$ cat config.mk
export PLATFORM = sky130hd
export DESIGN_NAME = sfp_flash_front
export DESIGN_NICKNAME = d
export VERILOG_FILES = /design/src/sfp_pkg.sv /design/src/sfp_fifo.sv /design/src/sfp_flash_front.sv
export SDC_FILE = /design/constraint.sdc
export NUM_CORES = 1
export LEC_CHECK = 0
export BUFFER_PORTS_ARGS = -buffer_cell sky130_fd_sc_hd__buf_2
export CAP_MARGIN = 20
export CORE_MARGIN = 2
export CORE_UTILIZATION = 25
export CTS_CLUSTER_DIAMETER = 80
export CTS_CLUSTER_SIZE = 8
export DETAILED_ROUTE_END_ITERATION = 8
export PLACE_DENSITY = 0.5
export SETUP_SLACK_MARGIN = 0.05
export SYNTH_ARGS = -nofsm -noshare
export SYNTH_HDL_FRONTEND = slang
export SYNTH_SLANG_ARGS = --single-unit
$ cat constraint.sdc
create_clock -name MCLK_I -period 9.6 [get_ports MCLK_I]
set_clock_uncertainty 0.1 [all_clocks]
set_input_delay 0.48 -clock MCLK_I [delete_from_list [all_inputs] [get_ports MCLK_I]]
set_output_delay 0.48 -clock MCLK_I [all_outputs]
set_load 0.05 [all_outputs]
$ cat src/sfp_pkg.sv
package sfp_pkg;

  // ----------------------------------------------------------------
  // Widths and array geometry
  // ----------------------------------------------------------------
  localparam int ADDR_W = 24;
  localparam int DATA_W = 16;
  localparam int FIFO_DEPTH = 16;
  localparam logic [5:0] BLOCK64_COUNT = 6'h3F;
  localparam logic [ADDR_W-1:0] SECTOR_4K_MASK = 24'hFFF000;
  localparam logic [ADDR_W-1:0] BLOCK_32K_MASK = 24'hFF8000;
  localparam logic [ADDR_W-1:0] BLOCK_64K_MASK = 24'hFF0000;
  localparam logic [ADDR_W-1:0] AAI_STEP = 24'h000002;

  // ----------------------------------------------------------------
  // Status byte layout and reset values
  // ----------------------------------------------------------------
  localparam int ST_BUSY = 0;
  localparam int ST_WEL = 1;
  localparam int ST_BP_LO = 2;
  localparam int ST_BP_HI = 5;
  localparam int ST_AAI = 6;
  localparam int ST_LOCK = 7;
  localparam logic [3:0] BP_RESET = 4'h7;

  // ----------------------------------------------------------------
  // Opcodes
  // ----------------------------------------------------------------
  localparam logic [7:0] OP_STATUS_WRITE = 8'h01;
  localparam logic [7:0] OP_BYTE_PROG = 8'h02;
  localparam logic [7:0] OP_WRITE_DISABLE = 8'h04;
  localparam logic [7:0] OP_STATUS_READ = 8'h05;
  localparam logic [7:0] OP_WRITE_ENABLE = 8'h06;
  localparam logic [7:0] OP_SECTOR_ERASE = 8'h20;
  localparam logic [7:0] OP_BLOCK32_ERASE = 8'h52;
  localparam logic [7:0] OP_CHIP_ERASE = 8'h60;
  localparam logic [7:0] OP_BUSY_PIN_ON = 8'h70;
  localparam logic [7:0] OP_BUSY_PIN_OFF = 8'h80;
  localparam logic [7:0] OP_AUTO_INC_PROG = 8'hAD;
  localparam logic [7:0] OP_BLOCK64_ERASE = 8'hD8;

  // ----------------------------------------------------------------
  // Request to the array back end
  // ----------------------------------------------------------------
  typedef enum logic [1:0] {
    REQ_PROG_BYTE = 2'h0,
    REQ_PROG_WORD = 2'h1,
    REQ_ERASE = 2'h3,
    REQ_ERASE_CHIP = 2'h2
  } sfp_req_kind_type;

  typedef struct packed {
    sfp_req_kind_type kind;
    logic [ADDR_W-1:0] addr;
    logic [DATA_W-1:0] data;
    logic [1:0] size;
  } sfp_req_type;

  localparam int REQ_W = $bits(sfp_req_type);

endpackage

$ cat src/sfp_fifo.sv
`timescale 1ns/10ps
module sfp_fifo #(
  parameter int WIDTH = 8,
  parameter int DEPTH = 16
) (
  // Clock and reset
  input wire logic clk_i,
  input wire logic rst_b_i,
  // Fill side
  input wire logic in_valid_i,
  input wire logic [WIDTH-1:0] in_data_i,
  output logic in_ready_o,
  // Drain side
  output logic out_valid_o,
  output logic [WIDTH-1:0] out_data_o,
  input wire logic out_ready_i
);
  localparam int PW = $clog2(DEPTH);
  localparam int CW = $clog2(DEPTH + 1);

  logic [WIDTH-1:0] mem [DEPTH];
  logic [PW-1:0] wr_ptr;
  logic [PW-1:0] rd_ptr;
  logic [CW-1:0] count;

  wire push = in_valid_i && in_ready_o;
  wire load = (count != '0) && (!out_valid_o || out_ready_i);

  assign in_ready_o = (count != CW'(DEPTH));

  // Output stage is a register so the drain side sees flopped data
  always_ff @(posedge clk_i or negedge rst_b_i) begin
    if (!rst_b_i) begin
      wr_ptr <= '0;
      rd_ptr <= '0;
      count <= '0;
      out_valid_o <= 1'b0;
      out_data_o <= '0;
    end else begin
      if (push) begin
        mem[wr_ptr] <= in_data_i;
        wr_ptr <= PW'(wr_ptr + 1'b1);
      end
      if (load) begin
        out_data_o <= mem[rd_ptr];
        rd_ptr <= PW'(rd_ptr + 1'b1);
        out_valid_o <= 1'b1;
      end else if (out_ready_i) begin
        out_valid_o <= 1'b0;
      end
      count <= CW'(count + CW'(push) - CW'(load));
    end
  end

endmodule

$ cat src/sfp_flash_front.sv
`timescale 1ns/10ps
// Function
// - Serial modes 0 and 3 both work with no configuration.
// - Command, address and data bits are taken on rising serial clock.
// - Serial output changes to the next bit on falling serial clock.
// - A new command starts only on a falling chip select.
// - With busy pin enabled, output shows busy state during auto-increment programming.
// - Write-protect pin level enables or disables the lock bit's effect.
// - Pause suspends the transfer without deselect; sequence continues afterwards.
// - Array has 4K sectors plus aligned 32K and 64K erase blocks.
// - Write completion is seen by polling busy, or by watching serial output during auto-increment programming.
// - Auto-increment word programming advances the address after each word.
// - Program and erase are blocked in regions chosen by protection bits.
// - Pause begins only while the clock is low at or after pause falls.
// - While paused the output floats and input and clock are ignored.
// - With protect pin low and lock bit set, status write is rejected.
module sfp_flash_front (
  // Clock and reset
  input wire logic MCLK_I,
  input wire logic RST_B_I,
  // Serial pins
  input wire logic SCK_I,
  input wire logic CE_B_I,
  input wire logic SI_I,
  input wire logic HOLD_B_I,
  input wire logic WP_B_I,
  output logic SO_O,
  output logic SO_OE_B_O,
  // Array back end
  input wire logic ARRAY_BUSY_I,
  output sfp_pkg::sfp_req_type REQ_O,
  output logic REQ_VALID_O,
  input wire logic REQ_READY_I,
  // Status
  output logic [7:0] STATUS_O,
  output logic PAUSED_O
);
  import sfp_pkg::*;

  // ----------------------------------------------------------------
  // Pin synchronisers
  // ----------------------------------------------------------------
  logic [4:0] pin_meta;
  logic [4:0] pin_sync;
  logic sck_prev;
  logic ce_prev;

  always_ff @(posedge MCLK_I or negedge RST_B_I) begin
    if (!RST_B_I) begin
      pin_meta <= 5'h1B;
      pin_sync <= 5'h1B;
    end else begin
      pin_meta <= {SCK_I, CE_B_I, SI_I, HOLD_B_I, WP_B_I};
      pin_sync <= pin_meta;
    end
  end

  wire sck_s = pin_sync[4];
  wire ce_b_s = pin_sync[3];
  wire si_s = pin_sync[2];
  wire hold_b_s = pin_sync[1];
  wire wp_b_s = pin_sync[0];

  // ----------------------------------------------------------------
  // Framing and pause
  // ----------------------------------------------------------------
  logic paused;
  wire selected = !ce_b_s;
  wire frame_start = ce_prev && !ce_b_s;
  // Edges are taken only from the clock's own levels, so idle level is free
  wire sck_rise = selected && !paused && sck_s && !sck_prev;
  wire sck_fall = selected && !paused && !sck_s && sck_prev;

  always_ff @(posedge MCLK_I or negedge RST_B_I) begin
    if (!RST_B_I) begin
      sck_prev <= 1'b1;
      ce_prev <= 1'b1;
      paused <= 1'b0;
    end else begin
      sck_prev <= sck_s;
      ce_prev <= ce_b_s;
      if (!selected) begin
        paused <= 1'b0;
      end else if (!sck_s) begin
        paused <= !hold_b_s;
      end
    end
  end

  // ----------------------------------------------------------------
  // Shift-in and byte counting
  // ----------------------------------------------------------------
  logic [6:0] shift_in;
  logic [2:0] bit_cnt;
  logic [2:0] byte_cnt;
  logic active;
  logic [7:0] op;
  logic [ADDR_W-1:0] addr;
  logic [7:0] data_hi;

  wire [7:0] rx_byte = {shift_in, si_s};
  wire byte_done = sck_rise && active && (bit_cnt == 3'h7);
  wire [7:0] cur_op = (byte_cnt == 3'h0) ? rx_byte : op;

  // ----------------------------------------------------------------
  // Status state
  // ----------------------------------------------------------------
  logic wel;
  logic auto_increment_program_mode;
  logic lock_bit;
  logic [3:0] bp;
  logic busy_pin_en;
  wire fifo_ready;
  wire busy = ARRAY_BUSY_I || REQ_VALID_O || !fifo_ready;
  wire [7:0] status = {lock_bit, auto_increment_program_mode, bp, wel, busy};

  // ----------------------------------------------------------------
  // Protection decode
  // ----------------------------------------------------------------
  // Protected area grows from the top of the array in 64K blocks
  wire [6:0] prot_span = (bp == 4'h0) ? 7'h00 : (7'h01 << (bp - 4'h1));
  wire [6:0] prot_base = 7'h40 - prot_span;
  wire addr_prot = (bp >= 4'h7) || ({1'b0, addr[21:16]} >= prot_base);
  wire [ADDR_W-1:0] next_addr = {addr[15:0], rx_byte};
  wire next_prot = (bp >= 4'h7) || ({1'b0, next_addr[21:16]} >= prot_base);
  wire sr_write_ok = wel && (wp_b_s || !lock_bit);

  // ----------------------------------------------------------------
  // Command decode
  // ----------------------------------------------------------------
  wire at_op = byte_done && (byte_cnt == 3'h0);
  wire is_erase = (cur_op == OP_SECTOR_ERASE) || (cur_op == OP_BLOCK32_ERASE) ||
                  (cur_op == OP_BLOCK64_ERASE);
  wire erase_go = byte_done && is_erase && (byte_cnt == 3'h3) && wel && !busy && !next_prot;
  wire chip_go = at_op && (cur_op == OP_CHIP_ERASE) && wel && !busy && (bp == 4'h0);
  wire byte_go = byte_done && (cur_op == OP_BYTE_PROG) && (byte_cnt == 3'h4) && wel &&
                 !busy && !addr_prot;
  // First auto-increment word carries the address; later ones only data
  wire aai_first = byte_done && (cur_op == OP_AUTO_INC_PROG) && !auto_increment_program_mode &&
                   (byte_cnt == 3'h5) && wel && !busy;
  wire aai_next = byte_done && (cur_op == OP_AUTO_INC_PROG) && auto_increment_program_mode &&
                  (byte_cnt == 3'h2) && !busy;
  wire aai_go = (aai_first || aai_next) && !addr_prot;
  wire aai_stop = (aai_first || aai_next) && addr_prot;
  wire [ADDR_W-1:0] erase_mask = (cur_op == OP_SECTOR_ERASE) ? SECTOR_4K_MASK :
                                 (cur_op == OP_BLOCK32_ERASE) ? BLOCK_32K_MASK :
                                 BLOCK_64K_MASK;

  sfp_req_type push_word;
  wire push = erase_go || chip_go || byte_go || aai_go;

  assign push_word.kind = (erase_go) ? REQ_ERASE :
                          (chip_go) ? REQ_ERASE_CHIP :
                          (aai_go) ? REQ_PROG_WORD : REQ_PROG_BYTE;
  assign push_word.addr = erase_go ? (next_addr & erase_mask) : addr;
  assign push_word.data = aai_go ? {data_hi, rx_byte} : {8'h00, rx_byte};
  assign push_word.size = (cur_op == OP_SECTOR_ERASE) ? 2'h0 :
                          (cur_op == OP_BLOCK32_ERASE) ? 2'h1 : 2'h2;

  // ----------------------------------------------------------------
  // Command sequencing
  // ----------------------------------------------------------------
  always_ff @(posedge MCLK_I or negedge RST_B_I) begin
    if (!RST_B_I) begin
      shift_in <= '0;
      bit_cnt <= '0;
      byte_cnt <= '0;
      active <= 1'b0;
      op <= '0;
      addr <= '0;
      data_hi <= '0;
    end else if (!selected) begin
      bit_cnt <= '0;
      byte_cnt <= '0;
      active <= 1'b0;
    end else if (frame_start) begin
      bit_cnt <= '0;
      byte_cnt <= '0;
      active <= 1'b1;
    end else if (sck_rise && active) begin
      shift_in <= rx_byte[6:0];
      bit_cnt <= bit_cnt + 3'h1;
      if (byte_done) begin
        if (byte_cnt != 3'h7) begin
          byte_cnt <= byte_cnt + 3'h1;
        end
        if (byte_cnt == 3'h0) begin
          op <= rx_byte;
        end
        if (!auto_increment_program_mode && byte_cnt >= 3'h1 && byte_cnt <= 3'h3) begin
          addr <= next_addr;
        end
        if ((auto_increment_program_mode && byte_cnt == 3'h1) || (!auto_increment_program_mode && byte_cnt == 3'h4)) begin
          data_hi <= rx_byte;
        end
        if (aai_go) begin
          addr <= addr + AAI_STEP;
        end
      end
    end
  end

  always_ff @(posedge MCLK_I or negedge RST_B_I) begin
    if (!RST_B_I) begin
      wel <= 1'b0;
      auto_increment_program_mode <= 1'b0;
      lock_bit <= 1'b0;
      bp <= BP_RESET;
      busy_pin_en <= 1'b0;
    end else if (at_op) begin
      case (rx_byte)
        OP_WRITE_ENABLE: wel <= 1'b1;
        OP_WRITE_DISABLE: begin
          wel <= 1'b0;
          auto_increment_program_mode <= 1'b0;
        end
        OP_BUSY_PIN_ON: busy_pin_en <= 1'b1;
        OP_BUSY_PIN_OFF: busy_pin_en <= 1'b0;
        OP_CHIP_ERASE: wel <= chip_go ? 1'b0 : wel;
        default: wel <= wel;
      endcase
    end else if (byte_done && cur_op == OP_STATUS_WRITE && byte_cnt == 3'h1) begin
      if (sr_write_ok) begin
        bp <= rx_byte[ST_BP_HI:ST_BP_LO];
        lock_bit <= rx_byte[ST_LOCK];
      end
      wel <= 1'b0;
    end else if (erase_go || byte_go || aai_stop) begin
      wel <= 1'b0;
      auto_increment_program_mode <= 1'b0;
    end else if (aai_first && !addr_prot) begin
      auto_increment_program_mode <= 1'b1;
    end
  end

  // ----------------------------------------------------------------
  // Serial output
  // ----------------------------------------------------------------
  logic [7:0] tx;
  logic tx_en;
  wire show_busy = selected && auto_increment_program_mode && busy_pin_en && !tx_en;

  always_ff @(posedge MCLK_I or negedge RST_B_I) begin
    if (!RST_B_I) begin
      tx <= '0;
      tx_en <= 1'b0;
      SO_O <= 1'b0;
      SO_OE_B_O <= 1'b1;
    end else begin
      if (!selected) begin
        tx_en <= 1'b0;
      end else if (at_op && rx_byte == OP_STATUS_READ) begin
        tx <= status;
        tx_en <= 1'b1;
      end else if (sck_fall && tx_en) begin
        SO_O <= tx[7];
        tx <= {tx[6:0], status[7]};
      end else if (show_busy) begin
        SO_O <= !busy;
      end
      // Output floats whenever paused or idle
      SO_OE_B_O <= !(selected && !paused && (tx_en || show_busy));
    end
  end

  // ----------------------------------------------------------------
  // Request queue and status outputs
  // ----------------------------------------------------------------
  sfp_fifo #(
    .WIDTH(REQ_W),
    .DEPTH(FIFO_DEPTH)
  ) u_req_fifo (
    .clk_i(MCLK_I),
    .rst_b_i(RST_B_I),
    .in_valid_i(push),
    .in_data_i(push_word),
    .in_ready_o(fifo_ready),
    .out_valid_o(REQ_VALID_O),
    .out_data_o(REQ_O),
    .out_ready_i(REQ_READY_I)
  );

  always_ff @(posedge MCLK_I or negedge RST_B_I) begin
    if (!RST_B_I) begin
      STATUS_O <= {1'b0, 1'b0, BP_RESET, 1'b0, 1'b0};
      PAUSED_O <= 1'b0;
    end else begin
      STATUS_O <= status;
      PAUSED_O <= paused;
    end
  end

endmodule

==> results.toml <==
[outcome]
run_status = "complete, no violations"

[detailed_routing]
vias = 17200
vias_per_cell = 4.57
postRouteAntennaNets = 0
wl_per_cell_um = 22.4
drc = 0
drtPass1Iterations = 5
routed_wl_um = 84600
first_iter_violations = 1193

[floorplan]
initial_core_util = 0.252
die_h_um = 374
die_x_um = 374
std_cell_rows = 135
die_area_mm2 = 0.140
core_mm2 = 0.136
pin_count = 65

[critical_path]
critPathCapture = "u_req_fifo.mem[12][18]$_DFFE_PP_"
worstReg2RegStart = "byte_cnt[0]$_DFFE_PN0P_"
max_stage_delay_ns = 0.89
worstPathRequired_ns = 9.83
worstSetupEndpointType = "flip-flop"
r2r-end = "u_req_fifo.mem[12][18]$_DFFE_PP_"
ff2ff_setup_slack_ns = 4.43
critical_path_class = "reg -> reg"
cp_cell_sequence = "inv_1, ha_1, nand2b_1, mux2i_2, or4b_4, nor4_4, o22ai_1, nand3_2, nand3_1, nor2_4, buf_4"
worstRegToRegCells = 11
worstSetupStartpointType = "flip-flop"
worstPathArrival_ns = 5.40
cp_slowest_cell = "nor2_4"
cp_max_fo = 24
setup.worst_path.start = "byte_cnt[0]$_DFFE_PN0P_"

[min_path]
holdCritPathClass = "in -> reg"
min-delay-start = "ARRAY_BUSY_I"

[cells_and_area]
postLayoutCellArea_mm2 = 0.0405
drive_above_1_share = 0.294
insertedDiodeCount = 0
layout.nets = 1929
area_growth_pct = 18.3

[power_and_ir_drop]
leakage_nw = 11.2
p_comb_frac = 0.124
switching_share = 0.252
seqPwrFrac = 0.451
pwr-share-clk = 0.425
p_int_w = 0.00694
p_switching_w = 0.00234
p_per_area_mw_per_mm2 = 229
peakVddDrop_mv = 0.203

[logic_synthesis]
synth.net_count = 1797
async_reset_ff_frac = 0.179
yosysWarnings = 0
yosysUniqueCellTypes = 67
synth_flop_cell = "edfxtp_1"
syn-cell-area_mm2 = 0.0343
synth_edf_count = 704
ys_ff_latch = 857
syn_avg_cell_area_um2 = 19.5
ys_seq_area_frac = 0.730
synth_cells = 1758

[timing]
max-slew-margin-rel = 0.225
setup_violations = 0
grt_setup_unrepaired = "no"
timing.final.crit_period_ns = 5.17
worst_pin_slew_ns = 1.16
slew_viol_final = 0
hold_violations = 0
max_freq_ghz = 0.194
fin_crit_sh = 0.538
setup_tns_ns = 0

[clock_network]
cts_sinks = 857
cts_tree = "done"
cts_setup_buffers = 0
cts_max_level = 3
cts.clk_slew.worst_paths_ns = 0.05
clk_path_buf_depth = 3
cts_buffers = 119
insertion_delay_ns = 0.68
cts_root_buf = "clkbuf_16"

[global_route]
grt_pass1_wl_um = 126000
grt-ovfl-total = 0
antenna_found_initial = 1
grt_pass1_vias = 18500
track_usage = 0.120
grt_start_max_net_pins = 121

[placement]
gp_congestion = 0.830
placedInstanceArea_mm2 = 0.0369
hpwl_um = 47800
port_buffers = 64

[flow_run]
cap_violations = 0
-- placed cells by master, fill, tap and decap left out, types with 37 or more instances in the layout --
master and count:
buf_4 41, nor2_1 85, clkbuf_1 94, o21ai_0 38
mux2_2 77, clkbuf_16 121, edfxtp_1 704, buf_2 63
mux4_2 220, dfrtp_1 132, a21oi_1 37, nand2_1 40
-- logic make-up after synthesis --
kind of cell    Yosys count  share of synthesized area
mux                     317                      0.176
xor+xnor                 12                    0.00307
compound gates          137                     0.0244
fa+ha+maj                30                     0.0112
simple gates            272                     0.0409
buf+inv                 133                     0.0149
flops                   857                      0.730
-- what timing repair did --
action	4_1_cts	5_1_grt
endpoints found under the hold margin	61	0
setup endpoints to repair	0	0
hold buffers	7	0
gates resized for setup	0	0
-- cell usage after synthesis, drive strengths merged (13+ instances only) --
library cell  number  share of area
nor2              97          0.011
mux4             220           0.14
inv               31         0.0034
and2              23         0.0042
mux2              78          0.026
o22ai             14         0.0026
o21ai             39         0.0057
nor4              13         0.0030
clkbuf            73         0.0080
and3              13         0.0024
dfrtp            136          0.099
ha                29          0.011
mux2i             19         0.0057
a31oi             16         0.0029
buf               29         0.0035
dfstp             17          0.013
nand3             26         0.0039
a21oi             39         0.0058
nand2             40         0.0044
edfxtp           704           0.62
-- power by group through the flow --
stage / registers [W] / logic [W] / clock network (W)
floorplan: 0.00418 / 0.000915 / 0
global placement: 0.00426 / 0.00118 / 0
detailed placement: 0.00426 / 0.00119 / 0
CTS: 0.00419 / 0.00120 / 0.00405
global route: 0.00420 / 0.00124 / 0.00421
finish: 0.00419 / 0.00115 / 0.00394
-- critical path, delay by kind of cell, from the launching register on --
kind | cells | cell delay (ns)
simple gates | 6 | 2.79
buf+inv | 2 | 0.60
flops | 1 | 0.45
mux | 1 | 0.41
compound gates | 1 | 0.15
fa+ha+maj | 1 | 0.28
-- flip-flops by register name (all words and copies together) (netlist names), 5 cells and up --
signal,count
u_req_fifo.out_data_o,44
op,8
pin_sync,5
tx,8
pin_meta,5
u_req_fifo.mem,704
STATUS_O,8
addr,24
u_req_fifo.count,5
shift_in,7
data_hi,8
-- layout make-up --
cell class                      instances  area (um2)
Tap cell                             1781        2230
Clock buffer                          216        3390
Clock inverter                          9         175
Inverter                               31         116
Timing Repair Buffer                  113         727
Sequential cell                       857       25000
Fill cell                           13300       95300
Multi-Input combinational cell        768        8890
-- worst min path at each step --
stage | endpoint | slack (ns) | cells past startpoint
5_1_grt | STATUS_O[0]$_DFF_PN0_ | 0.17 | 3
2_1_floorplan | PAUSED_O$_DFF_PN0_ | 0.08 | 0
3_5_place_dp | pin_sync[3]$_DFF_PN1_ | 0.25 | 0
6_report | STATUS_O[0]$_DFF_PN0_ | 0.20 | 3
4_1_cts | STATUS_O[0]$_DFF_PN0_ | 0.15 | 3
3_3_place_gp | pin_sync[3]$_DFF_PN1_ | 0.25 | 0
-- layer usage --
metal	share of wire	wire length, um	vias up	global-route usage
li1	-	-	7404	-
met1	0.45	38000	9225	0.163
met2	0.48	40300	456	0.193
met3	0.041	3500	161	0.0217
met4	0.034	2900	0	0.0442
met5	0	0	-	0
-- through the flow --
step	setup slack (ns)	power (W)	std cells	hold slack, ns	utilization
after floorplan	2.72	0.00509	1758	0.0844	-
after global placement	4.40	0.00544	3543	0.246	0.272
after detailed placement	4.34	0.00546	3543	0.247	0.272
after CTS	4.31	0.00944	3775	0.149	0.298
after global routing	4.03	0.00965	3775	0.171	0.298
final	4.43	0.00927	3775	0.203	0.298
Note: power is estimated with default switching activity, not from simulation.
